### config.mk
export PLATFORM = sky130hd
export DESIGN_NAME = mcac_top
export DESIGN_NICKNAME = d
export VERILOG_FILES = /design/src/shared/mcac_pkg.sv /design/src/design/mcac_top.sv
export SDC_FILE = /design/constraint.sdc
export NUM_CORES = 1
export LEC_CHECK = 0
export ABC_AREA = 1
export BUFFER_PORTS_ARGS = -buffer_cell sky130_fd_sc_hd__buf_2
export CORE_UTILIZATION = 30
export DETAILED_ROUTE_END_ITERATION = 8
export PLACE_DENSITY = 0.62
export SLEW_MARGIN = 20
export SYNTH_ARGS = -nofsm -noshare
export SYNTH_HDL_FRONTEND = slang
export SYNTH_SLANG_ARGS = --single-unit
### constraint.sdc
create_clock -name clk_in -period 1.1 [get_ports clk_in]
set_input_delay 0 -clock clk_in [delete_from_list [all_inputs] [get_ports clk_in]]
set_output_delay 0 -clock clk_in [all_outputs]
set_load 0.1 [all_outputs]
### src/shared/mcac_pkg.sv
// package for the modem call answer control block: register map, fields, states
package mcac_pkg;

    // register byte offsets
    localparam logic [7:0] ADDR_PANEL  = 8'h00;  // misc_panel_control_status (read only)
    localparam logic [7:0] ADDR_CTRL   = 8'h04;  // control written by the console processor
    localparam logic [7:0] ADDR_STATUS = 8'h08;  // modem lines and call state (read only)

    // keyswitch codes in bits 1:0 of the panel register
    localparam logic [1:0] KEY_LOCAL      = 2'h0;
    localparam logic [1:0] KEY_LOCAL_DIS  = 2'h1;
    localparam logic [1:0] KEY_REMOTE     = 2'h2;
    localparam logic [1:0] KEY_REMOTE_DIS = 2'h3;

    // control register fields
    localparam int CTRL_MSG_VALID = 0;  // write 1: valid protocol message received
    localparam int CTRL_TERM_DONE = 1;  // write 1: termination sequence finished
    localparam int CTRL_CHAT      = 2;  // operator chat state requested
    localparam int CTRL_BOOT      = 3;  // remote boot request

    // axi response codes
    localparam logic [1:0] RESP_OKAY   = 2'h0;
    localparam logic [1:0] RESP_SLVERR = 2'h2;

    typedef enum logic [4:0] {
        ST_IDLE    = 5'b00001,
        ST_ARMED   = 5'b00010,
        ST_ANSWER  = 5'b00100,
        ST_CONNECT = 5'b01000,
        ST_TERM    = 5'b10000
    } mcac_state_type;

    // modem lines from the modem
    typedef struct packed {
        logic dsr;
        logic cd;
        logic cts;
    } mcac_modem_in_type;

    // modem lines to the modem
    typedef struct packed {
        logic dtr;
        logic rts;
    } mcac_modem_out_type;

endpackage
### src/design/mcac_top.sv
// modem call answer sequencer for the remote diagnostic port, with axi4-lite registers
// Contract
// - keyswitch in offsite full access asserts dtr so the modem may answer
// - after dsr the device asserts rts
// - connection counts as established only after a valid protocol message
// - loss of cd starts termination and drops dtr
// - after termination dtr returns if keyswitch is in an offsite position
// - onsite keyswitch disables remote access and call answering
// - offsite full access gives the remote port control and lights the lamp
// - connected remote operator may boot, use console, program io, chat
// - remote port logic is independent of the local console terminal
// - keyswitch position readable in bits 0 and 1 of panel register
// - offsite program-io-only limits remote access to program io; boot and chat stay allowed there once connected
// - lamp lit in both offsite positions, dark in both onsite
`timescale 1ns/10ps
module mcac_top (
    input  wire logic                       clk_in,         // 40 MHz clock
    input  wire logic                       rst_n_in,       // async reset, active low
    input  wire logic [1:0]                 keyswitch_in,   // panel keyswitch pins
    input  wire mcac_pkg::mcac_modem_in_type modem_in,      // dsr, cd, cts from modem
    output mcac_pkg::mcac_modem_out_type    modem_out,         // dtr, rts to modem
    output logic                            remote_lamp_out,   // remote indicator lamp
    output logic                            remote_ctrl_out,   // remote port owns the system
    output logic                            console_io_en_out, // remote console io allowed
    output logic                            prog_io_en_out,    // remote program io allowed
    output logic                            chat_out,          // operator chat state active
    output logic                            boot_req_out,      // one-cycle remote boot pulse
    input  wire logic [7:0]                 s_axi_awaddr,   // write address
    input  wire logic                       s_axi_awvalid,  // write address valid
    output logic                            s_axi_awready,  // write address ready
    input  wire logic [31:0]                s_axi_wdata,    // write data
    input  wire logic [3:0]                 s_axi_wstrb,    // write strobes
    input  wire logic                       s_axi_wvalid,   // write data valid
    output logic                            s_axi_wready,   // write data ready
    output logic [1:0]                      s_axi_bresp,    // write response
    output logic                            s_axi_bvalid,   // write response valid
    input  wire logic                       s_axi_bready,   // write response ready
    input  wire logic [7:0]                 s_axi_araddr,   // read address
    input  wire logic                       s_axi_arvalid,  // read address valid
    output logic                            s_axi_arready,  // read address ready
    output logic [31:0]                     s_axi_rdata,    // read data
    output logic [1:0]                      s_axi_rresp,    // read response
    output logic                            s_axi_rvalid,   // read data valid
    input  wire logic                       s_axi_rready    // read data ready
);

    // two-flop synchronisers for pins; first stage read only by second
    logic [4:0] sync_a;
    logic [4:0] sync_b;
    always_ff @(posedge clk_in or negedge rst_n_in)
    begin
        if (!rst_n_in)
        begin
            sync_a <= 5'h00;
            sync_b <= 5'h00;
        end
        else
        begin
            sync_a <= {keyswitch_in, modem_in.dsr, modem_in.cd, modem_in.cts};
            sync_b <= sync_a;
        end
    end

    wire logic [1:0] key = sync_b[4:3];
    wire logic       dsr = sync_b[2];
    wire logic       cd  = sync_b[1];
    wire logic       cts = sync_b[0];

    wire logic key_full    = (key == mcac_pkg::KEY_REMOTE);
    wire logic key_prog    = (key == mcac_pkg::KEY_REMOTE_DIS);
    wire logic key_offsite = key_full | key_prog;

    // axi write: address and data latched independently, answered once both held
    logic       aw_held;
    logic       w_held;
    logic [7:0] aw_addr;
    logic [31:0] w_data;
    logic [3:0] w_strb;
    wire logic aw_take = s_axi_awvalid & s_axi_awready;
    wire logic w_take  = s_axi_wvalid & s_axi_wready;
    assign s_axi_awready = ~aw_held & ~s_axi_bvalid;
    assign s_axi_wready  = ~w_held & ~s_axi_bvalid;
    wire logic wr_fire   = aw_held & w_held & ~s_axi_bvalid;
    wire logic wr_ctrl   = wr_fire & (aw_addr == mcac_pkg::ADDR_CTRL) & w_strb[0];
    wire logic wr_ok     = (aw_addr == mcac_pkg::ADDR_CTRL);

    logic chat_req;
    wire logic msg_pulse  = wr_ctrl & w_data[mcac_pkg::CTRL_MSG_VALID];
    wire logic done_pulse = wr_ctrl & w_data[mcac_pkg::CTRL_TERM_DONE];

    always_ff @(posedge clk_in or negedge rst_n_in)
    begin
        if (!rst_n_in)
        begin
            aw_held      <= 1'b0;
            w_held       <= 1'b0;
            aw_addr      <= 8'h00;
            w_data       <= 32'h0000_0000;
            w_strb       <= 4'h0;
            s_axi_bvalid <= 1'b0;
            s_axi_bresp  <= mcac_pkg::RESP_OKAY;
        end
        else
        begin
            if (aw_take)
            begin
                aw_held <= 1'b1;
                aw_addr <= s_axi_awaddr;
            end
            if (w_take)
            begin
                w_held <= 1'b1;
                w_data <= s_axi_wdata;
                w_strb <= s_axi_wstrb;
            end
            if (wr_fire)
            begin
                aw_held      <= 1'b0;
                w_held       <= 1'b0;
                s_axi_bvalid <= 1'b1;
                s_axi_bresp  <= wr_ok ? mcac_pkg::RESP_OKAY : mcac_pkg::RESP_SLVERR;
            end
            else if (s_axi_bvalid && s_axi_bready)
            begin
                s_axi_bvalid <= 1'b0;
            end
        end
    end

    // call sequencer
    mcac_pkg::mcac_state_type state;
    mcac_pkg::mcac_state_type next_state;
    logic connected;

    always_comb
    begin
        next_state = state;
        case (state)
            mcac_pkg::ST_IDLE:
                if (key_full)
                    next_state = mcac_pkg::ST_ARMED;
            mcac_pkg::ST_ARMED:
                if (!key_offsite)
                    next_state = mcac_pkg::ST_IDLE;
                else if (dsr)
                    next_state = mcac_pkg::ST_ANSWER;
            mcac_pkg::ST_ANSWER:
                if (!key_offsite)
                    next_state = mcac_pkg::ST_TERM;
                else if (cd && cts)
                    next_state = mcac_pkg::ST_CONNECT;
                else if (!dsr)
                    next_state = mcac_pkg::ST_TERM;
            mcac_pkg::ST_CONNECT:
                if (!cd || !key_offsite)
                    next_state = mcac_pkg::ST_TERM;
            mcac_pkg::ST_TERM:
                if (done_pulse)
                    next_state = key_offsite ? mcac_pkg::ST_ARMED
                                             : mcac_pkg::ST_IDLE;
            default:
                next_state = mcac_pkg::ST_IDLE;
        endcase
    end

    // dtr high only in armed, answering and connected; rts only after dsr
    wire logic next_dtr = (next_state == mcac_pkg::ST_ARMED) |
                          (next_state == mcac_pkg::ST_ANSWER) |
                          (next_state == mcac_pkg::ST_CONNECT);
    wire logic next_rts = (next_state == mcac_pkg::ST_ANSWER) |
                          (next_state == mcac_pkg::ST_CONNECT);

    always_ff @(posedge clk_in or negedge rst_n_in)
    begin
        if (!rst_n_in)
        begin
            state     <= mcac_pkg::ST_IDLE;
            modem_out <= '0;
            connected <= 1'b0;
            chat_req  <= 1'b0;
            boot_req_out <= 1'b0;
        end
        else
        begin
            state         <= next_state;
            modem_out.dtr <= next_dtr;
            modem_out.rts <= next_rts;
            // message that coincides with a teardown is dropped: the call is gone
            connected     <= (next_state == mcac_pkg::ST_CONNECT) &
                             (connected | msg_pulse);
            if (wr_ctrl)
                chat_req <= w_data[mcac_pkg::CTRL_CHAT];
            boot_req_out  <= wr_ctrl & w_data[mcac_pkg::CTRL_BOOT] & connected;
        end
    end

    // remote modes; local console settings are not touched here
    assign remote_lamp_out   = key_offsite;
    assign remote_ctrl_out   = key_full & connected;
    assign console_io_en_out = key_full & connected;
    assign prog_io_en_out    = key_offsite & connected;
    assign chat_out          = chat_req & connected;

    // axi read
    wire logic [31:0] rd_status = {24'h00_0000, connected, state == mcac_pkg::ST_TERM,
                                   modem_out.dtr, modem_out.rts, dsr, cd, cts, 1'b0};
    wire logic [31:0] rd_panel  = {30'h0000_0000, key};
    wire logic rd_hit = (s_axi_araddr == mcac_pkg::ADDR_PANEL) |
                        (s_axi_araddr == mcac_pkg::ADDR_CTRL) |
                        (s_axi_araddr == mcac_pkg::ADDR_STATUS);
    wire logic [31:0] rd_mux =
        (s_axi_araddr == mcac_pkg::ADDR_PANEL)  ? rd_panel :
        (s_axi_araddr == mcac_pkg::ADDR_STATUS) ? rd_status :
        (s_axi_araddr == mcac_pkg::ADDR_CTRL)   ? {28'h000_0000, 1'b0, chat_req, 2'h0} :
                                                  32'h0000_0000;
    assign s_axi_arready = ~s_axi_rvalid;

    always_ff @(posedge clk_in or negedge rst_n_in)
    begin
        if (!rst_n_in)
        begin
            s_axi_rvalid <= 1'b0;
            s_axi_rdata  <= 32'h0000_0000;
            s_axi_rresp  <= mcac_pkg::RESP_OKAY;
        end
        else if (s_axi_arvalid && s_axi_arready)
        begin
            s_axi_rvalid <= 1'b1;
            s_axi_rdata  <= rd_mux;
            s_axi_rresp  <= rd_hit ? mcac_pkg::RESP_OKAY : mcac_pkg::RESP_SLVERR;
        end
        else if (s_axi_rready)
        begin
            s_axi_rvalid <= 1'b0;
        end
    end

endmodule

==> implementation parameters, run 1 <==
Parameter                              Value

Setup path
  Register-to-register setup slack    -0.16 ns
  Required time worst endpoint    about 1.1 ns
  Endpoint type of the worst setup path    output port
  R2r endpoint    modem_out[1]
  Startpoint of the worst-slack reg-to-reg timing path    aw_held
  Series of cell instances along the critical path    nor2_4 > buf_6 > buf_12
  Launching element type of the critical path    flop
  Data arrival at the endpoint of the critical path    1.27 ns
  Crit Path Class    reg2out
  Delay contributed by the slowest stage of the critical path    0.53 ns
  Cells on worst reg2reg path    6
  Critical-path cell with the highest stage delay    sky130_fd_sc_hd__dfrtp_4
  Maximum net fanout on the critical path    4

Global routing
  Number of antenna violations at the first check in global routing    0
  Global route overflow    0
  Pin count of the biggest net entering global routing    32
  Total Routing Usage GR    15.4%
  Wire length of the first global-routing pass    9.03 mm
  Via count of the first global-routing pass    2018

Logic synthesis
  Dominant combinational cell family by area after synthesis    simple AND/OR/NAND/NOR gates
  Xor-xnor portion of the synthesized cell area    0%
  Syn Area/Cell    9.00 um^2
  Fraction of the mapped netlist area in compound gates    6.42%
  Synth unique cells    26
  Cells after Synth    about 250
  Adder-cell area share of the yosys netlist    0%
  Sequential element share of the synthesized area    a little over half
  Share of cell area taken by muxes after synthesis    a little under 3%
  Yosys warnings    0
  #FFs+latches synth    47
  Synthesized-area fraction occupied by and/or/nand/nor cells    21.9%
  Cell area after synthesis    between 2000 and 2500 um^2

Clock network
  Clock latency on the worst-skew pair    0.30 ns
  CTS clk-pin slew, worst paths    approximately 0.090 ns
  TritonCTS Buffers    5
  TritonCTS Sinks    47
  Bufs on Longest Clock Path    2
  TritonCTS clock tree    built
  Number of H-tree branching levels    2
  Clock root buffer master    sky130_fd_sc_hd__clkbuf_8

Finish
  Area growth from synthesis to layout    66.2%
  Filler-free cell count of the finished design    465
  Fill cells    666
  Count of nets after finishing    429
  Most common library cell in the layout ignoring fill and taps    sky130_fd_sc_hd__dfrtp_1
  Storage element area    about 1200 um^2
  Multi-input gate area in the final layout    1020 um^2
  Number of diodes    0
  End-of-flow core utilization    51.2%
  Fraction of final layout cells with drive strength greater than 1    between 40 and 50%
  Leading cell types in the layout, fill and taps excluded    sky130_fd_sc_hd__dfrtp_1 (41), sky130_fd_sc_hd__buf_2 (34), sky130_fd_sc_hd__nand2_1 (33)

Place
  IO buf count    55
  Final weighted congestion in routability-driven placement    0.955
  Sum of net half-perimeters after detailed placement    roughly 3.6 mm
  Pre-CTS setup slack    -0.186 ns
  Cell count after placement    approximately 430

STA
  Final clock period utilization by the worst path    116%
  Max-slew violations    0
  Final hold viol count    0
  Post-route worst setup slack    -0.173 ns
  Finish-stage setup viols    31
  Achievable Freq    785 MHz
  Setup clock skew after layout    0.00797 ns
  RSZ-0062 raised after global routing    true
  Minimum clock period    1.27 ns

Hold path
  Worst hold path type    in2async

Die
  Width of the chip    88.1 um
  Number of rows in the core area    31
  Die area    7760 um^2
  Die boundary height    88.1 um
  IO Count    113
  Starting density of the core    30.8%
  Placeable Area    about 7200 um^2

Detailed routing
  Routed vias    between 1500 and 2000
  Initial detailed-routing violation count    66
  DRC Markers    0
  Antenna viol nets, final    0
  Number of iterations in the first detailed-routing pass    4
  Routed wire per std cell    approximately 12 um
  Number of vias per cell after detailed routing    about 4.2
  Routed wire length    between 5 and 6 mm

Power
  Max VDD drop    about 1.7 mV
  Cell leakage power    1.81 nW
  Power density relative to cell area    1900 nW/um^2

Flow run
  Number of violations of the max-capacitance limit    0

Status
  Result of the run    finished with violations
  Failing checks    negative setup slack
## kinds of logic after synthesis
group                  Yosys count
DFF                             47
AOI/OAI and AO/OA               26
other                            1
muxes                            6
and+or+nand+nor                105
buffers and inverters           62
## final cells by class
type | count | share of cell area [%]
Clock buffer | 6 | 1.96
Clock inverter | 2 | 0.339
Inverter | 30 | 3.35
Multi-Input combinational cell | 163 | 27.7
Sequential cell | 47 | 32.2
Tap cell | 99 | 3.35
Timing Repair Buffer | 118 | 31.2
## timing repair
item	in CTS	in global routing
endpoints found under the hold margin	67	0
pin swaps	10	10
hold buffers	21	0
gates cloned	2	0
resized for setup	61	19
setup endpoints to repair	34	45
setup buffers	6	2
## per-stage QoR
step	setup TNS (ns)	hold slack [ns]	power [W]	instance area (um^2)
CTS	-2.85	0.0320	0.00695	3630
floorplan	-17.76	-0.296	0.00437	2410
global placement	-1.57	-0.183	0.00535	3060
finish	-2.86	0.0315	0.00701	3690
detailed placement	-2.00	-0.184	0.00541	3060
global route	-4.83	0.0288	0.00740	3690
## layer usage
layer / up-vias / routed length (um) / GRT usage [%]
met5: - / 0 / 0
met2: 67 / 2840 / 28.9
met3: 6 / 293 / 3.58
met1: 905 / 2210 / 16.9
li1: 962 / - / -
met4: 0 / 65 / 5.28
## worst max-delay path: cells and delay by family, from the launching register on
family	cells	cell delay, ns
flip-flops	1	0.53
AND/OR/NAND/NOR	1	0.15
buffers and inverters	2	0.28
## cell usage after synthesis, drive strengths merged
| library cell | n | area [um^2] |
|---|---|---|
| dfrtp | 46 | 1150 |
| nand2 | 43 | 171 |
| nor2 | 35 | 164 |
| buf | 30 | 225 |
| inv | 30 | 113 |
| nand3 | 19 | 100 |
| a21oi | 13 | 65.1 |
| o21ai | 11 | 58.8 |
| mux2 | 5 | 56.3 |
| nand4 | 5 | 31.3 |
| clkbuf | 2 | 7.51 |
| nor3 | 2 | 15.0 |
| a21boi | 1 | 11.3 |
| conb | 1 | 3.75 |
| dfstp | 1 | 26.3 |
| mux2i | 1 | 10.0 |
| o21a | 1 | 7.51 |
| or2 | 1 | 6.26 |
## sequential cells by signal, summed over array words and instances, names as in the netlist
name and flops:
s_axi_rvalid 1, chat_req 1, aw_addr 8, s_axi_bresp 1, w_strb 1, w_data 4
s_axi_rdata 8, s_axi_rresp 1, state 5, w_held 1, connected 1, aw_held 1
sync_b 5, s_axi_bvalid 1, boot_req_out 1, modem_out 2, sync_a 5
## report_power, final
part / switching, W / total (W) / internal, W
combinational: 0.00213 / 0.00363 / 0.00149
sequential: 0.000263 / 0.00238 / 0.00211
clock: 0.000565 / 0.00101 / 0.000445
## worst max-delay path by stage
stage	startpoint	to	slack [ns]	cells after the start
after floorplan	s_axi_bvalid	w_data[0]	-0.71	3
after global placement	state[2]	modem_out[1]	-0.18	6
after detailed placement	s_axi_bvalid	modem_out[1]	-0.19	5
after CTS	s_axi_bvalid	s_axi_awready	-0.19	3
after global routing	state[2]	state[0]	-0.26	8
final	s_axi_bvalid	s_axi_awready	-0.17	3
Note: power is estimated with default switching activity, not from simulation.
==> run 2, diff against run 1 <==
--- a/config.mk
+++ b/config.mk
@@ -7,9 +7,11 @@
 export LEC_CHECK = 0
 export ABC_AREA = 1
 export BUFFER_PORTS_ARGS = -buffer_cell sky130_fd_sc_hd__buf_2
+export CAP_MARGIN = 10
 export CORE_UTILIZATION = 30
 export DETAILED_ROUTE_END_ITERATION = 8
 export PLACE_DENSITY = 0.62
+export SETUP_SLACK_MARGIN = 0.2
 export SLEW_MARGIN = 20
 export SYNTH_ARGS = -nofsm -noshare
 export SYNTH_HDL_FRONTEND = slang
==> run 2 against run 1 <==
Design area grew 8.2%; the flow still finishes with violations (negative setup slack); largest cell class is now buffers; clock skew down 0.0016 ns; highest routed layer unchanged; flip-flop and latch count is the same; combinational power grew 9.4%.
==> implementation parameters, run 2 (synthesis gave the netlist of run 1 again) <==
Parameter                              Value

Finish
  Number of diodes    0
  Fill cells    607
  Fraction of final layout cells with drive strength greater than 1    about 54%
  Count of nets after finishing    448
  Most common library cell in the layout ignoring fill and taps    sky130_fd_sc_hd__dfrtp_1
  Area of all placed cells without fillers    4000 um^2
  Area growth from synthesis to layout    79.9%
  Largest registers in the final layout    aw_addr x8, s_axi_rdata x8
  Leading cell types in the layout, fill and taps excluded    sky130_fd_sc_hd__dfrtp_1 (39), sky130_fd_sc_hd__buf_4 (36), sky130_fd_sc_hd__buf_2 (32)

Hold path
  Worst hold path type    in2reg
  End point of the worst hold path    w_held
  Depth of the worst hold-timing path    3
  Worst Hold Launch    s_axi_wvalid

Detailed routing
  Antenna viol nets, final    0
  Wire length on met3    362 um
  Routed vias    2067
  Routed wire length    ~6.0 mm
  Sum of routed wire segments on met1    about 2.2 mm
  Number of vias per cell after detailed routing    roughly 4.3
  DRC Markers    0
  Metal2 WL    3.25 mm
  Number of iterations in the first detailed-routing pass    5
  Highest metal used    met4
  Initial detailed-routing violation count    between 100 and 150
  Routed wire per std cell    12.4 um

STA
  RSZ-0062 raised after global routing    true
  Final hold viol count    0
  Max-slew violations    0
  Finish-stage setup viols    35
  Achievable Freq    ~770 MHz
  Minimum clock period    about 1.3 ns
  Final clock period utilization by the worst path    118%
  Post-route worst setup slack    -0.199 ns
  Setup clock skew after layout    0.00642 ns

Setup path
  R2r endpoint    aw_addr[2]
  Maximum net fanout on the critical path    6
  Cells on worst reg2reg path    4
  Endpoint type of the worst setup path    flop
  Register-to-register setup slack    -0.20 ns
  Launching element type of the critical path    flop
  Required time worst endpoint    1.29 ns
  Data arrival at the endpoint of the critical path    1.49 ns
  Crit Path Class    reg2reg
  Startpoint of the worst-slack reg-to-reg timing path    s_axi_bvalid

Die
  Die area    7760 um^2
  Starting density of the core    30.8%
  Placeable Area    7210 um^2
  Die boundary height    just under 90 um
  IO Count    113
  Width of the chip    88.1 um
  Number of rows in the core area    31

Status
  Failing checks    negative setup slack
  Result of the run    finished with violations

Place
  Final weighted congestion in routability-driven placement    about 0.90
  Placed Area    3070 um^2
  Pre-CTS setup slack    -0.168 ns
  Sum of net half-perimeters after detailed placement    ~3.6 mm
  IO buf count    55

Power
  Cell leakage power    1.93 nW
  Max VDD drop    2.43 mV
  Power density relative to cell area    about 1800 nW/um^2

Clock network
  Clock latency on the worst-skew pair    approximately 0.30 ns
  Bufs on Longest Clock Path    2
  CTS clk-pin slew, worst paths    roughly 0.080 ns
  Number of H-tree branching levels    2
  TritonCTS Buffers    5
  TritonCTS clock tree    built
  TritonCTS Sinks    47
  Clock root buffer master    sky130_fd_sc_hd__clkbuf_8

Global routing
  Number of antenna violations at the first check in global routing    0
  Global route overflow    0
  Total Routing Usage GR    16.0%
  Pin count of the biggest net entering global routing    48
  Via count of the first global-routing pass    about 2000
  Wire length of the first global-routing pass    roughly 9.2 mm

Flow run
  Number of violations of the max-capacitance limit    0
==> run 2: changes by cell type in the layout (fill, tap and decap cells not counted), moves of 4 or more <==
| cell | change |
|---|---|
| sky130_fd_sc_hd__nand3_1 | -4 |
| sky130_fd_sc_hd__buf_4 | +11 |
| sky130_fd_sc_hd__clkbuf_4 | -5 |
| sky130_fd_sc_hd__buf_12 | +5 |
| sky130_fd_sc_hd__nand3_2 | +4 |
| sky130_fd_sc_hd__buf_6 | +11 |
| sky130_fd_sc_hd__nand2_1 | -4 |
==> run 2: worst max-delay path, cell delays in order, from the launching register on <==
cell and delay (ns):
sky130_fd_sc_hd__dfrtp_4 0.53, sky130_fd_sc_hd__nor2_4 0.15, sky130_fd_sc_hd__buf_6 0.14, sky130_fd_sc_hd__nand2_8 0.06, sky130_fd_sc_hd__mux2_4 0.30
==> run 2: where the power goes <==
group | total [W] | switching (W) | leakage [nW] | internal (W)
logic | 0.00397 | 0.00227 | 1.32 | 0.00171
clock network | 0.000999 | 0.000552 | 0.0422 | 0.000447
registers | 0.00237 | 0.000257 | 0.565 | 0.00212
==> run 2: how the worst max path moves through the flow <==
stage	start	depth (start not counted)	slack [ns]	endpoint
2_1_floorplan	s_axi_bvalid	3	-0.71	w_data[0]
3_3_place_gp	s_axi_bvalid	5	-0.14	connected
3_5_place_dp	state[2]	5	-0.17	modem_out[1]
4_1_cts	s_axi_bvalid	3	-0.16	s_axi_wready
5_1_grt	state[4]	6	-0.26	connected
6_report	s_axi_bvalid	4	-0.20	aw_addr[2]
==> run 2: what timing repair did <==
item                                    in CTS  in global routing
endpoints found under the setup margin      60                 59
gates resized for setup                     95                 27
setup buffers                               16                 10
hold buffers                                21                  0
pin swaps                                   25                 12
hold endpoints to repair                    67                  0
==> run 2: per-stage QoR <==
step	power (W)	std cells	setup TNS [ns]	hold slack, ns	utilization [%]
after CTS	0.00708	474	-3.08	0.0135	53.0
after global placement	0.00541	429	-1.54	0.00118	42.5
after detailed placement	0.00547	429	-2.01	0.00127	42.5
after global routing	0.00772	484	-5.59	0.0357	55.4
final	0.00735	484	-3.69	0.0273	55.4
after floorplan	0.00437	272	-17.78	-0.296	-
==> run 2: final cells by class <==
type / instances / area, um^2 / area share, %
clock buffers: 7 / 76.3 / 1.91
clock inverters: 1 / 5.00 / 0.125
inverters: 30 / 126 / 3.16
multi-input cells: 163 / 1090 / 27.3
flip-flops and latches: 47 / 1190 / 29.8
well taps: 99 / 124 / 3.10
repair buffers: 137 / 1380 / 34.6
==> run 2: metal layers <==
metal | GRT usage [%] | vias up
met4 | 8.21 | 0
met3 | 4.15 | 17
met2 | 28.9 | 101
met5 | 0 | -
met1 | 17.1 | 952
li1 | - | 997
